File: src/rtl/piru_pkg.sv
package piru_pkg;

  // ----------------------------------------------------------------
  // Register indices (byte address is four times the index)
  // ----------------------------------------------------------------
  localparam logic [29:0] PIRU_IDX_PEND0 = 30'h0000_0fc0;
  localparam logic [29:0] PIRU_IDX_EN0H  = 30'h0000_0fc1;
  localparam logic [29:0] PIRU_IDX_EN0L  = 30'h0000_0fc2;
  localparam logic [29:0] PIRU_IDX_PEND1 = 30'h0000_0fc3;
  localparam logic [29:0] PIRU_IDX_EN1H  = 30'h0000_0fc4;
  localparam logic [29:0] PIRU_IDX_EN1L  = 30'h0000_0fc5;
  localparam logic [29:0] PIRU_IDX_PEND2 = 30'h0000_0fc6;
  localparam logic [29:0] PIRU_IDX_EN2H  = 30'h0000_0fc7;
  localparam logic [29:0] PIRU_IDX_EN2L  = 30'h0000_0fc8;
  localparam logic [29:0] PIRU_IDX_CTRL  = 30'h0000_0fcf;

  // ----------------------------------------------------------------
  // Field layout and reset values
  // ----------------------------------------------------------------
  localparam logic [23:0] PIRU_VALID_FLAT = 24'h0f_ff79;
  localparam logic [23:0] PIRU_PEND_RST   = 24'h00_0000;
  localparam logic [23:0] PIRU_EN_RST     = 24'h00_0000;
  localparam logic        PIRU_GATE_RST   = 1'b0;
  localparam int unsigned PIRU_CTRL_GATE_BIT = 7;

  // ----------------------------------------------------------------
  // Source ranking: 0 watchdog, 1..3 traps, then ordinary sources
  // ----------------------------------------------------------------
  localparam int unsigned PIRU_NUM_ORD  = 17;
  localparam int unsigned PIRU_NUM_TRAP = 3;
  localparam int unsigned PIRU_NUM_SRC  = 21;
  localparam int unsigned PIRU_VEC_W    = 5;
  localparam int unsigned PIRU_SRC_ORD0 = 4;
  localparam logic [1:0]  PIRU_LVL_3    = 2'b11;
  localparam logic [1:0]  PIRU_LVL_2    = 2'b10;
  localparam logic [1:0]  PIRU_LVL_1    = 2'b01;

  // Flat pending bit of each ordinary source, highest rank first
  localparam int unsigned PIRU_ORD_MAP [PIRU_NUM_ORD] = '{6, 5, 4, 3, 0,
                                                          15, 14, 13, 12, 11, 10, 9, 8,
                                                          19, 18, 17, 16};

  typedef enum logic [1:0] {
    BUS_IDLE   = 2'b00,
    BUS_WRITE  = 2'b01,
    BUS_RDWAIT = 2'b10,
    BUS_RDDATA = 2'b11
  } piru_bus_t;

endpackage

File: src/rtl/piru_prio_enc.sv
`timescale 1ns/10ps
`default_nettype none
module piru_prio_enc
  import piru_pkg::*;
#(
  parameter int unsigned NSRC  = 21,
  parameter int unsigned IDX_W = 5
) (
  input  wire logic [NSRC-1:0]   req,
  input  wire logic [2*NSRC-1:0] lvl,
  output logic                   valid,
  output logic [IDX_W-1:0]       idx,
  output logic [1:0]             win_lvl
);

  logic [NSRC-1:0] hit3;
  logic [NSRC-1:0] hit2;
  logic [NSRC-1:0] hit1;
  logic [NSRC-1:0] sel;

  // ----------------------------------------------------------------
  // Per-source level decode, code 00 never hits
  // ----------------------------------------------------------------
  for (genvar g = 0; g < NSRC; g++) begin : g_lvl
    assign hit3[g] = req[g] && (lvl[2*g +: 2] == PIRU_LVL_3);
    assign hit2[g] = req[g] && (lvl[2*g +: 2] == PIRU_LVL_2);
    assign hit1[g] = req[g] && (lvl[2*g +: 2] == PIRU_LVL_1);
  end

  // Higher level always beats lower
  assign sel     = (|hit3) ? hit3 : (|hit2) ? hit2 : hit1;
  assign win_lvl = (|hit3) ? PIRU_LVL_3 : (|hit2) ? PIRU_LVL_2 : (|hit1) ? PIRU_LVL_1 : 2'b00;
  assign valid   = |sel;

  // Lowest index wins within a level
  always_comb begin
    idx = '0;
    for (int i = NSRC - 1; i >= 0; i--) begin
      if (sel[i]) begin
        idx = IDX_W'(i);
      end
    end
  end

endmodule
`default_nettype wire

File: src/rtl/piru_top.sv
// Operation
// - Level 3 beats 2, 2 beats 1
// - Same level: fixed vector table order
// - Watchdog and traps always top level
// - Acknowledge clears matching pending bit
// - Software writing 0 clears pending bit
// - Software writing 1 sets pending bit
// - Watchdog request is a held level
// - Request sets pending bit until cleared
// - Master gate forwards ordinary and watchdog winner, else polling
// - Peripheral register bit layout, reserved zero
// - Port A pins onto bits 7..0
// - Port C pins onto bits 3..0
// - Watchdog and oscillator traps bypass enables
// - Two enable bits encode level
// - Master gate set and clear events
`timescale 1ns/10ps
`default_nettype none
module piru_top
  import piru_pkg::*;
(
  input  wire logic        CLK,
  input  wire logic        RESET,
  input  wire logic        HSEL,
  input  wire logic [31:0] HADDR,
  input  wire logic [1:0]  HTRANS,
  input  wire logic        HWRITE,
  input  wire logic [2:0]  HSIZE,
  input  wire logic [31:0] HWDATA,
  input  wire logic        HREADY,
  output logic             HREADYOUT,
  output logic             HRESP,
  output logic [31:0]      HRDATA,
  input  wire logic [7:0]  PERIPH_REQ,
  input  wire logic [7:0]  PORT_A_REQ,
  input  wire logic [3:0]  PORT_C_REQ,
  input  wire logic        WDT_REQ,
  input  wire logic        WDT_IRQ_EN,
  input  wire logic        PRIM_OSC_FAIL,
  input  wire logic        WDT_OSC_FAIL,
  input  wire logic        ILLEGAL_TRAP,
  input  wire logic        EI_EXEC,
  input  wire logic        DI_EXEC,
  input  wire logic        IRET_EXEC,
  input  wire logic        TRAP_EXEC,
  input  wire logic        INT_ACK,
  output logic             INT_REQ,
  output logic [4:0]       INT_VECTOR,
  output logic             IRQ_ENABLE
);

  // ----------------------------------------------------------------
  // State
  // ----------------------------------------------------------------
  piru_bus_t                   bus_ff;
  piru_bus_t                   nxt_bus;
  logic [29:0]                 addr_ff;
  logic [31:0]                 rdata_ff;
  logic [23:0]                 pend_ff;
  logic [23:0]                 nxt_pend;
  logic [23:0]                 enh_ff;
  logic [23:0]                 enl_ff;
  logic [2:0]                  trap_ff;
  logic [2:0]                  nxt_trap;
  logic                        gate_ff;
  logic                        nxt_gate;
  logic                        req_ff;
  logic [PIRU_VEC_W-1:0]       vec_ff;

  // ----------------------------------------------------------------
  // Bus decode
  // ----------------------------------------------------------------
  wire addr_take = HSEL && HTRANS[1] && HREADY;
  wire wr_en     = (bus_ff == BUS_WRITE);
  wire wr_p0     = wr_en && (addr_ff == PIRU_IDX_PEND0);
  wire wr_p1     = wr_en && (addr_ff == PIRU_IDX_PEND1);
  wire wr_p2     = wr_en && (addr_ff == PIRU_IDX_PEND2);
  wire wr_h0     = wr_en && (addr_ff == PIRU_IDX_EN0H);
  wire wr_h1     = wr_en && (addr_ff == PIRU_IDX_EN1H);
  wire wr_h2     = wr_en && (addr_ff == PIRU_IDX_EN2H);
  wire wr_l0     = wr_en && (addr_ff == PIRU_IDX_EN0L);
  wire wr_l1     = wr_en && (addr_ff == PIRU_IDX_EN1L);
  wire wr_l2     = wr_en && (addr_ff == PIRU_IDX_EN2L);
  wire wr_ctrl   = wr_en && (addr_ff == PIRU_IDX_CTRL);

  wire [23:0] wdata_flat = {3{HWDATA[7:0]}};
  wire [23:0] wr_pend    = {{8{wr_p2}}, {8{wr_p1}}, {8{wr_p0}}};
  wire [23:0] wr_enh     = {{8{wr_h2}}, {8{wr_h1}}, {8{wr_h0}}};
  wire [23:0] wr_enl     = {{8{wr_l2}}, {8{wr_l1}}, {8{wr_l0}}};

  wire [7:0] rd_mux =
    (addr_ff == PIRU_IDX_PEND0) ? pend_ff[7:0]   :
    (addr_ff == PIRU_IDX_PEND1) ? pend_ff[15:8]  :
    (addr_ff == PIRU_IDX_PEND2) ? pend_ff[23:16] :
    (addr_ff == PIRU_IDX_EN0H)  ? enh_ff[7:0]    :
    (addr_ff == PIRU_IDX_EN1H)  ? enh_ff[15:8]   :
    (addr_ff == PIRU_IDX_EN2H)  ? enh_ff[23:16]  :
    (addr_ff == PIRU_IDX_EN0L)  ? enl_ff[7:0]    :
    (addr_ff == PIRU_IDX_EN1L)  ? enl_ff[15:8]   :
    (addr_ff == PIRU_IDX_EN2L)  ? enl_ff[23:16]  :
    (addr_ff == PIRU_IDX_CTRL)  ? {gate_ff, 7'h00} : 8'h00;

  always_comb begin
    case (bus_ff)
      BUS_RDWAIT: nxt_bus = BUS_RDDATA;
      BUS_IDLE, BUS_WRITE, BUS_RDDATA: begin
        if (addr_take) begin
          nxt_bus = HWRITE ? BUS_WRITE : BUS_RDWAIT;
        end else begin
          nxt_bus = BUS_IDLE;
        end
      end
      default: nxt_bus = BUS_IDLE;
    endcase
  end

  // One wait state on reads so the data come from a flip-flop
  assign HREADYOUT = (bus_ff != BUS_RDWAIT);
  assign HRESP     = 1'b0;
  assign HRDATA    = rdata_ff;

  // ----------------------------------------------------------------
  // Watchdog request from its slower clock domain
  // ----------------------------------------------------------------
  logic [2:0] wdt_sync_ff;
  logic       wdt_req_ff;
  wire        wdt_agree = (wdt_sync_ff[1] == wdt_sync_ff[2]);

  always_ff @(posedge CLK) begin
    if (RESET) begin
      wdt_sync_ff <= 3'h0;
      wdt_req_ff  <= 1'b0;
    end else begin
      wdt_sync_ff <= {wdt_sync_ff[1:0], WDT_REQ};
      wdt_req_ff  <= wdt_agree ? wdt_sync_ff[2] : wdt_req_ff;
    end
  end

  // ----------------------------------------------------------------
  // Source mapping onto rank order
  // ----------------------------------------------------------------
  wire [23:0] src_flat = {4'h0, PORT_C_REQ, PORT_A_REQ, PERIPH_REQ} & PIRU_VALID_FLAT;
  wire [2:0]  trap_in  = {ILLEGAL_TRAP, WDT_OSC_FAIL, PRIM_OSC_FAIL};
  wire        wdt_live = wdt_req_ff && WDT_IRQ_EN && gate_ff;

  logic [PIRU_NUM_ORD-1:0]   ord_pend;
  logic [PIRU_NUM_ORD-1:0]   ord_ack;
  logic [PIRU_NUM_ORD-1:0]   ord_src;
  logic [2*PIRU_NUM_ORD-1:0] ord_lvl;
  logic [2:0]                trap_ack;
  logic [23:0]               ack_flat;

  for (genvar k = 0; k < PIRU_NUM_ORD; k++) begin : g_ord
    assign ord_pend[k]       = pend_ff[PIRU_ORD_MAP[k]];
    assign ord_src[k]        = src_flat[PIRU_ORD_MAP[k]];
    assign ord_lvl[2*k +: 2] = {enh_ff[PIRU_ORD_MAP[k]], enl_ff[PIRU_ORD_MAP[k]]};
    assign ord_ack[k]        = INT_ACK && req_ff && (vec_ff == PIRU_VEC_W'(k + PIRU_SRC_ORD0));
  end

  for (genvar j = 0; j < PIRU_NUM_TRAP; j++) begin : g_trap
    assign trap_ack[j] = INT_ACK && req_ff && (vec_ff == PIRU_VEC_W'(j + 1));
  end

  always_comb begin
    ack_flat = '0;
    for (int k = 0; k < PIRU_NUM_ORD; k++) begin
      ack_flat[PIRU_ORD_MAP[k]] = ord_ack[k];
    end
  end

  // Set beats acknowledge and software clear; write stores 0 or 1
  assign nxt_pend = PIRU_VALID_FLAT &
                    (src_flat | (((wr_pend & wdata_flat) | (~wr_pend & pend_ff)) & ~ack_flat));
  assign nxt_trap = trap_in | (trap_ff & ~trap_ack);

  // ----------------------------------------------------------------
  // Ranking
  // ----------------------------------------------------------------
  wire [PIRU_NUM_SRC-1:0]   enc_req = {ord_pend & {PIRU_NUM_ORD{gate_ff}}, trap_ff, wdt_live};
  wire [2*PIRU_NUM_SRC-1:0] enc_lvl = {ord_lvl, {4{PIRU_LVL_3}}};
  logic                     win_valid;
  logic [PIRU_VEC_W-1:0]    win_idx;
  logic [1:0]               win_lvl;

  piru_prio_enc #(
    .NSRC  (PIRU_NUM_SRC),
    .IDX_W (PIRU_VEC_W)
  ) u_enc (
    .req     (enc_req),
    .lvl     (enc_lvl),
    .valid   (win_valid),
    .idx     (win_idx),
    .win_lvl (win_lvl)
  );

  // ----------------------------------------------------------------
  // Master gate
  // ----------------------------------------------------------------
  wire gate_set = EI_EXEC || IRET_EXEC || (wr_ctrl && HWDATA[PIRU_CTRL_GATE_BIT]);
  wire gate_clr = DI_EXEC || INT_ACK || TRAP_EXEC || (|trap_in) ||
                  (wr_ctrl && !HWDATA[PIRU_CTRL_GATE_BIT]);
  assign nxt_gate = gate_clr ? 1'b0 : (gate_set ? 1'b1 : gate_ff);

  // ----------------------------------------------------------------
  // Registers
  // ----------------------------------------------------------------
  always_ff @(posedge CLK) begin
    if (RESET) begin
      bus_ff   <= BUS_IDLE;
      addr_ff  <= '0;
      rdata_ff <= 32'h0000_0000;
    end else begin
      bus_ff   <= nxt_bus;
      addr_ff  <= addr_take ? HADDR[31:2] : addr_ff;
      rdata_ff <= (bus_ff == BUS_RDWAIT) ? {24'h00_0000, rd_mux} : rdata_ff;
    end
  end

  always_ff @(posedge CLK) begin
    if (RESET) begin
      pend_ff <= PIRU_PEND_RST;
      enh_ff  <= PIRU_EN_RST;
      enl_ff  <= PIRU_EN_RST;
      trap_ff <= 3'h0;
      gate_ff <= PIRU_GATE_RST;
    end else begin
      pend_ff <= nxt_pend;
      enh_ff  <= PIRU_VALID_FLAT & ((wr_enh & wdata_flat) | (~wr_enh & enh_ff));
      enl_ff  <= PIRU_VALID_FLAT & ((wr_enl & wdata_flat) | (~wr_enl & enl_ff));
      trap_ff <= nxt_trap;
      gate_ff <= nxt_gate;
    end
  end

  // Request drops for the cycle after an acknowledge
  always_ff @(posedge CLK) begin
    if (RESET) begin
      req_ff <= 1'b0;
      vec_ff <= '0;
    end else begin
      req_ff <= win_valid && !INT_ACK;
      vec_ff <= win_idx;
    end
  end

  assign INT_REQ    = req_ff;
  assign INT_VECTOR = vec_ff;
  assign IRQ_ENABLE = gate_ff;

  // ----------------------------------------------------------------
  // Checks
  // ----------------------------------------------------------------
  logic [PIRU_NUM_SRC-1:0] same_below;
  logic [PIRU_NUM_SRC-1:0] top_req;
  logic [PIRU_NUM_SRC-1:0] mid_req;
  for (genvar s = 0; s < PIRU_NUM_SRC; s++) begin : g_chk
    assign same_below[s] = enc_req[s] && (enc_lvl[2*s +: 2] == win_lvl) && (PIRU_VEC_W'(s) < win_idx);
    assign top_req[s]    = enc_req[s] && (enc_lvl[2*s +: 2] == PIRU_LVL_3);
    assign mid_req[s]    = enc_req[s] && (enc_lvl[2*s +: 2] == PIRU_LVL_2);
  end
endmodule
`default_nettype wire

File: config.mk
export PLATFORM = sky130hd
export DESIGN_NAME = piru_top
export DESIGN_NICKNAME = d
export VERILOG_FILES = /design/src/rtl/piru_pkg.sv /design/src/rtl/piru_prio_enc.sv /design/src/rtl/piru_top.sv
export SDC_FILE = /design/constraint.sdc
export NUM_CORES = 1
export LEC_CHECK = 0
export BUFFER_PORTS_ARGS = -buffer_cell sky130_fd_sc_hd__buf_4
export CAP_MARGIN = 25
export CORE_MARGIN = 8
export CORE_UTILIZATION = 25
export DETAILED_ROUTE_END_ITERATION = 6
export GPL_TIMING_DRIVEN = 0
export PLACE_DENSITY = 0.49
export SYNTH_ARGS = -nofsm -noshare
export SYNTH_HDL_FRONTEND = slang
export SYNTH_SLANG_ARGS = --single-unit
File: constraint.sdc
create_clock -name CLK -period 3.7 [get_ports CLK]
set_clock_uncertainty 0.1 [all_clocks]
set_input_delay 0 -clock CLK [delete_from_list [all_inputs] [get_ports CLK]]
set_output_delay 0 -clock CLK [all_outputs]
set_load 0.02 [all_outputs]
==> key figures <==
CTS
  – CTS tree: built
  – Root buf cell: clkbuf_16
  – Post-CTS Setup Bufs: 0
  – CTS clock-pin slew for the worst setup and hold paths: 0.08 ns
  – Clock sinks: 105
  – Worst-Skew Late Latency: 0.38 ns
  – TritonCTS Buffers: 9
  – Longest Clk Path Bufs: 2
  – CTS H-Tree Depth: 3

GRT
  – Antenna violations before repair: 0
  – GRT Overall Usage: 0.156
  – Global route overflow: 0
  – Vias in the first global route: 5,926
  – First-pass GRT wire length: 34,100 um
  – Largest net degree at the start of global routing: 23

Worst setup path
  – Worst reg2reg path depth: 10
  – Startpoint Class: flop
  – RR Endpoint: INT_VECTOR[1]$_SDFF_PP0_
  – Crit. End Element: flop
  – Max Fanout on Critical Path: 10
  – Crit Path Category: reg2reg
  – FF-to-FF setup slack: 0.25 ns
  – Critical path arrival: 3.61 ns
  – Crit path required time: 3.86 ns
  – Worst R2R Start: IRQ_ENABLE$_SDFFE_PP0P_

Route
  – Iter 0 DRT Violations: 441
  – Number of remaining DRC errors: 0
  – DR vias/cell: 5.00
  – Final WL: 22,000 um
  – Pre-antenna DRT Iters: 5
  – ANT nets after route: 0
  – Routed vias: 6,075
  – Routed len/inst: 18.1 um

Worst hold path
  – Hold wc startpoint: HREADY
  – Hold Crit Class: in2reg
  – Hold path cells: 5
  – Hold EP: bus_ff[1]$_SDFF_PP0_

Floorplan
  – Die Area: 0.0276 mm2
  – Initial Utilization: 0.252
  – Die height: 166 um
  – DIE WIDTH: 166 um
  – IO Count: 145
  – Row count: 55
  – Core area: 0.0224 mm2

Yosys
  – Dominant cell type by area after synthesis: dfxtp_1
  – Yosys top cell area share: 0.373
  – Warnings, synthesis: 0
  – Synth Area per Inst: 7.59 um2
  – Post-synthesis register bit count: 105
  – Largest cells by area after synthesis: dfxtp_1 37%, nand2_1 9.7%, a21oi_1 8.1%, nor2_1 3.9%, nand3_1 3.7%
  – FFs w/ async S/R, synth: 0
  – Post-synthesis cell count: 743
  – Register area share after synthesis: 0.373
  – Most numerous cell in the Yosys netlist: nand2_1
  – Post-synth EDFFs: 0
  – Synth Flop Type: dfxtp_1
  – Post-Syn Area: 0.00564 mm2
  – Most frequent cells after synthesis: 146 x nand2_1, 105 x dfxtp_1, 91 x a21oi_1
  – Synth unique cells: 60

Place
  – Area post-placement: 0.00672 mm2
  – Gpl congestion: 0.915
  – Dpl hpwl: 16,500 um
  – Port-buffer cells: 84

STA
  – Hold Vio Cnt, Final: 0
  – Slew Limit Headroom: 0.443
  – WHS: 0.00615 ns
  – RSZ-0062 raised after global routing: no
  – Final setup TNS: 0 ns
  – Final Setup Violations: 0
  – Slew Viols, Final: 0
  – Slew @ Worst Pin: 0.824 ns
  – Final min period: 3.45 ns
  – Final Cycle Share: 0.932
  – Peak Freq: 0.290 GHz

Final layout
  – Layout area overhead: 36.2%
  – Inserted Diodes: 0
  – Final #Nets: 1,029
  – Share of cells above drive strength 1: 0.167
  – Final Instance Area: 0.00768 mm2
  – Layout fillers: 2,379
  – Post-layout util: 0.343

Power and ir drop
  – Pwr dens: 331 mW/mm2
  – Overall power: 2.54 mW
  – P_leak: 2.95 nW
  – VDD IR max: 0.196 mV

Run
  – Maxcap violations: 0

Status
  – Run status: completed
-- worst max-delay path, stage by stage (launching register included) --
cell and delay, ns:
dfxtp_1 0.58, buf_6 0.22, nand2_1 0.08, o32ai_1 0.48, nor4_4 0.13, nand2_2 0.24
nor4_1 0.10, o311ai_1 0.48, a311oi_1 0.17, or3_1 0.41, a2111oi_2 0.34
-- worst max path at each step --
| stage | slack [ns] | cells past startpoint | startpoint | to |
|---|---|---|---|---|
| after floorplan | 0.90 | 11 | IRQ_ENABLE$_SDFFE_PP0P_ | INT_VECTOR[1]$_SDFF_PP0_ |
| after global placement | 0.15 | 9 | IRQ_ENABLE$_SDFFE_PP0P_ | INT_VECTOR[1]$_SDFF_PP0_ |
| after detailed placement | 0.25 | 11 | IRQ_ENABLE$_SDFFE_PP0P_ | INT_VECTOR[1]$_SDFF_PP0_ |
| after CTS | 0.24 | 11 | IRQ_ENABLE$_SDFFE_PP0P_ | INT_VECTOR[1]$_SDFF_PP0_ |
| after global routing | 0.04 | 10 | addr_ff[24]$_SDFFE_PP0P_ | flop |
| final | 0.25 | 10 | IRQ_ENABLE$_SDFFE_PP0P_ | INT_VECTOR[1]$_SDFF_PP0_ |
-- per-stage QoR --
| step | setup WS [ns] | cells |
|---|---|---|
| global route | 0.0423 | 1215 |
| CTS | 0.236 | 1215 |
| detailed placement | 0.252 | 1136 |
| global placement | 0.155 | 1136 |
| finish | 0.252 | 1215 |
| floorplan | 0.903 | 767 |
-- routing by layer --
metal | part of all wire | global-route usage | vias to the layer above
met5 | 0 | 0 | -
met4 | 0.022 | 0.0542 | 0
met3 | 0.064 | 0.0349 | 32
met2 | 0.45 | 0.252 | 222
met1 | 0.46 | 0.202 | 2843
li1 | - | - | 2978
-- area by class of cell --
class | count | area [um2] | area share
Multi-Input combinational cell | 583 | 3230 | 0.421
Sequential cell | 105 | 2100 | 0.274
Timing Repair Buffer | 147 | 1260 | 0.164
Buffer | 70 | 379 | 0.0494
Tap cell | 285 | 357 | 0.0464
Clock buffer | 9 | 225 | 0.0293
Clock inverter | 7 | 88.8 | 0.0116
Inverter | 9 | 33.8 | 0.00440
-- placed cells by master (no fill, tap or decap), drive strengths merged, types with 14 or more instances in the layout --
| cell | count |
|---|---|
| nand3 | 42 |
| dfxtp | 105 |
| mux2i | 14 |
| nand2b | 14 |
| conb | 25 |
| o21ai | 17 |
| nand2 | 147 |
| a21oi | 91 |
| dlygate4sd3 | 63 |
| buf | 118 |
| nor2 | 59 |
| clkbuf | 45 |
-- power by group --
| part | leakage [nW] | total, mW | switching (mW) | internal, mW |
|---|---|---|---|---|
| registers | 0.856 | 1.20 | 0.0374 | 1.16 |
| logic | 1.94 | 0.336 | 0.173 | 0.163 |
| clock network | 0.153 | 1.01 | 0.516 | 0.489 |
| total | 2.95 | 2.54 | 0.726 | 1.81 |
-- what timing repair did --
action                                  4_1_cts  5_1_grt
resized for setup                             0        5
hold buffers                                 63        0
endpoints found under the setup margin        0       15
endpoints found under the hold margin        81        0
-- cells by family (layout without fill, tap and decap cells) --
family / count (synthesis) / in the layout / synth area share
AOI/OAI and AO/OA: 181 / 181 / 0.202
xor gates and xnor gates: 1 / 1 / 0.00155
buffers and inverters: 79 / 242 / 0.0730
DFF: 105 / 105 / 0.373
muxes: 27 / 27 / 0.0508
other: 1 / 25 / 0.000665
and+or+nand+nor: 349 / 349 / 0.299
(Power assumes the default switching activity.)
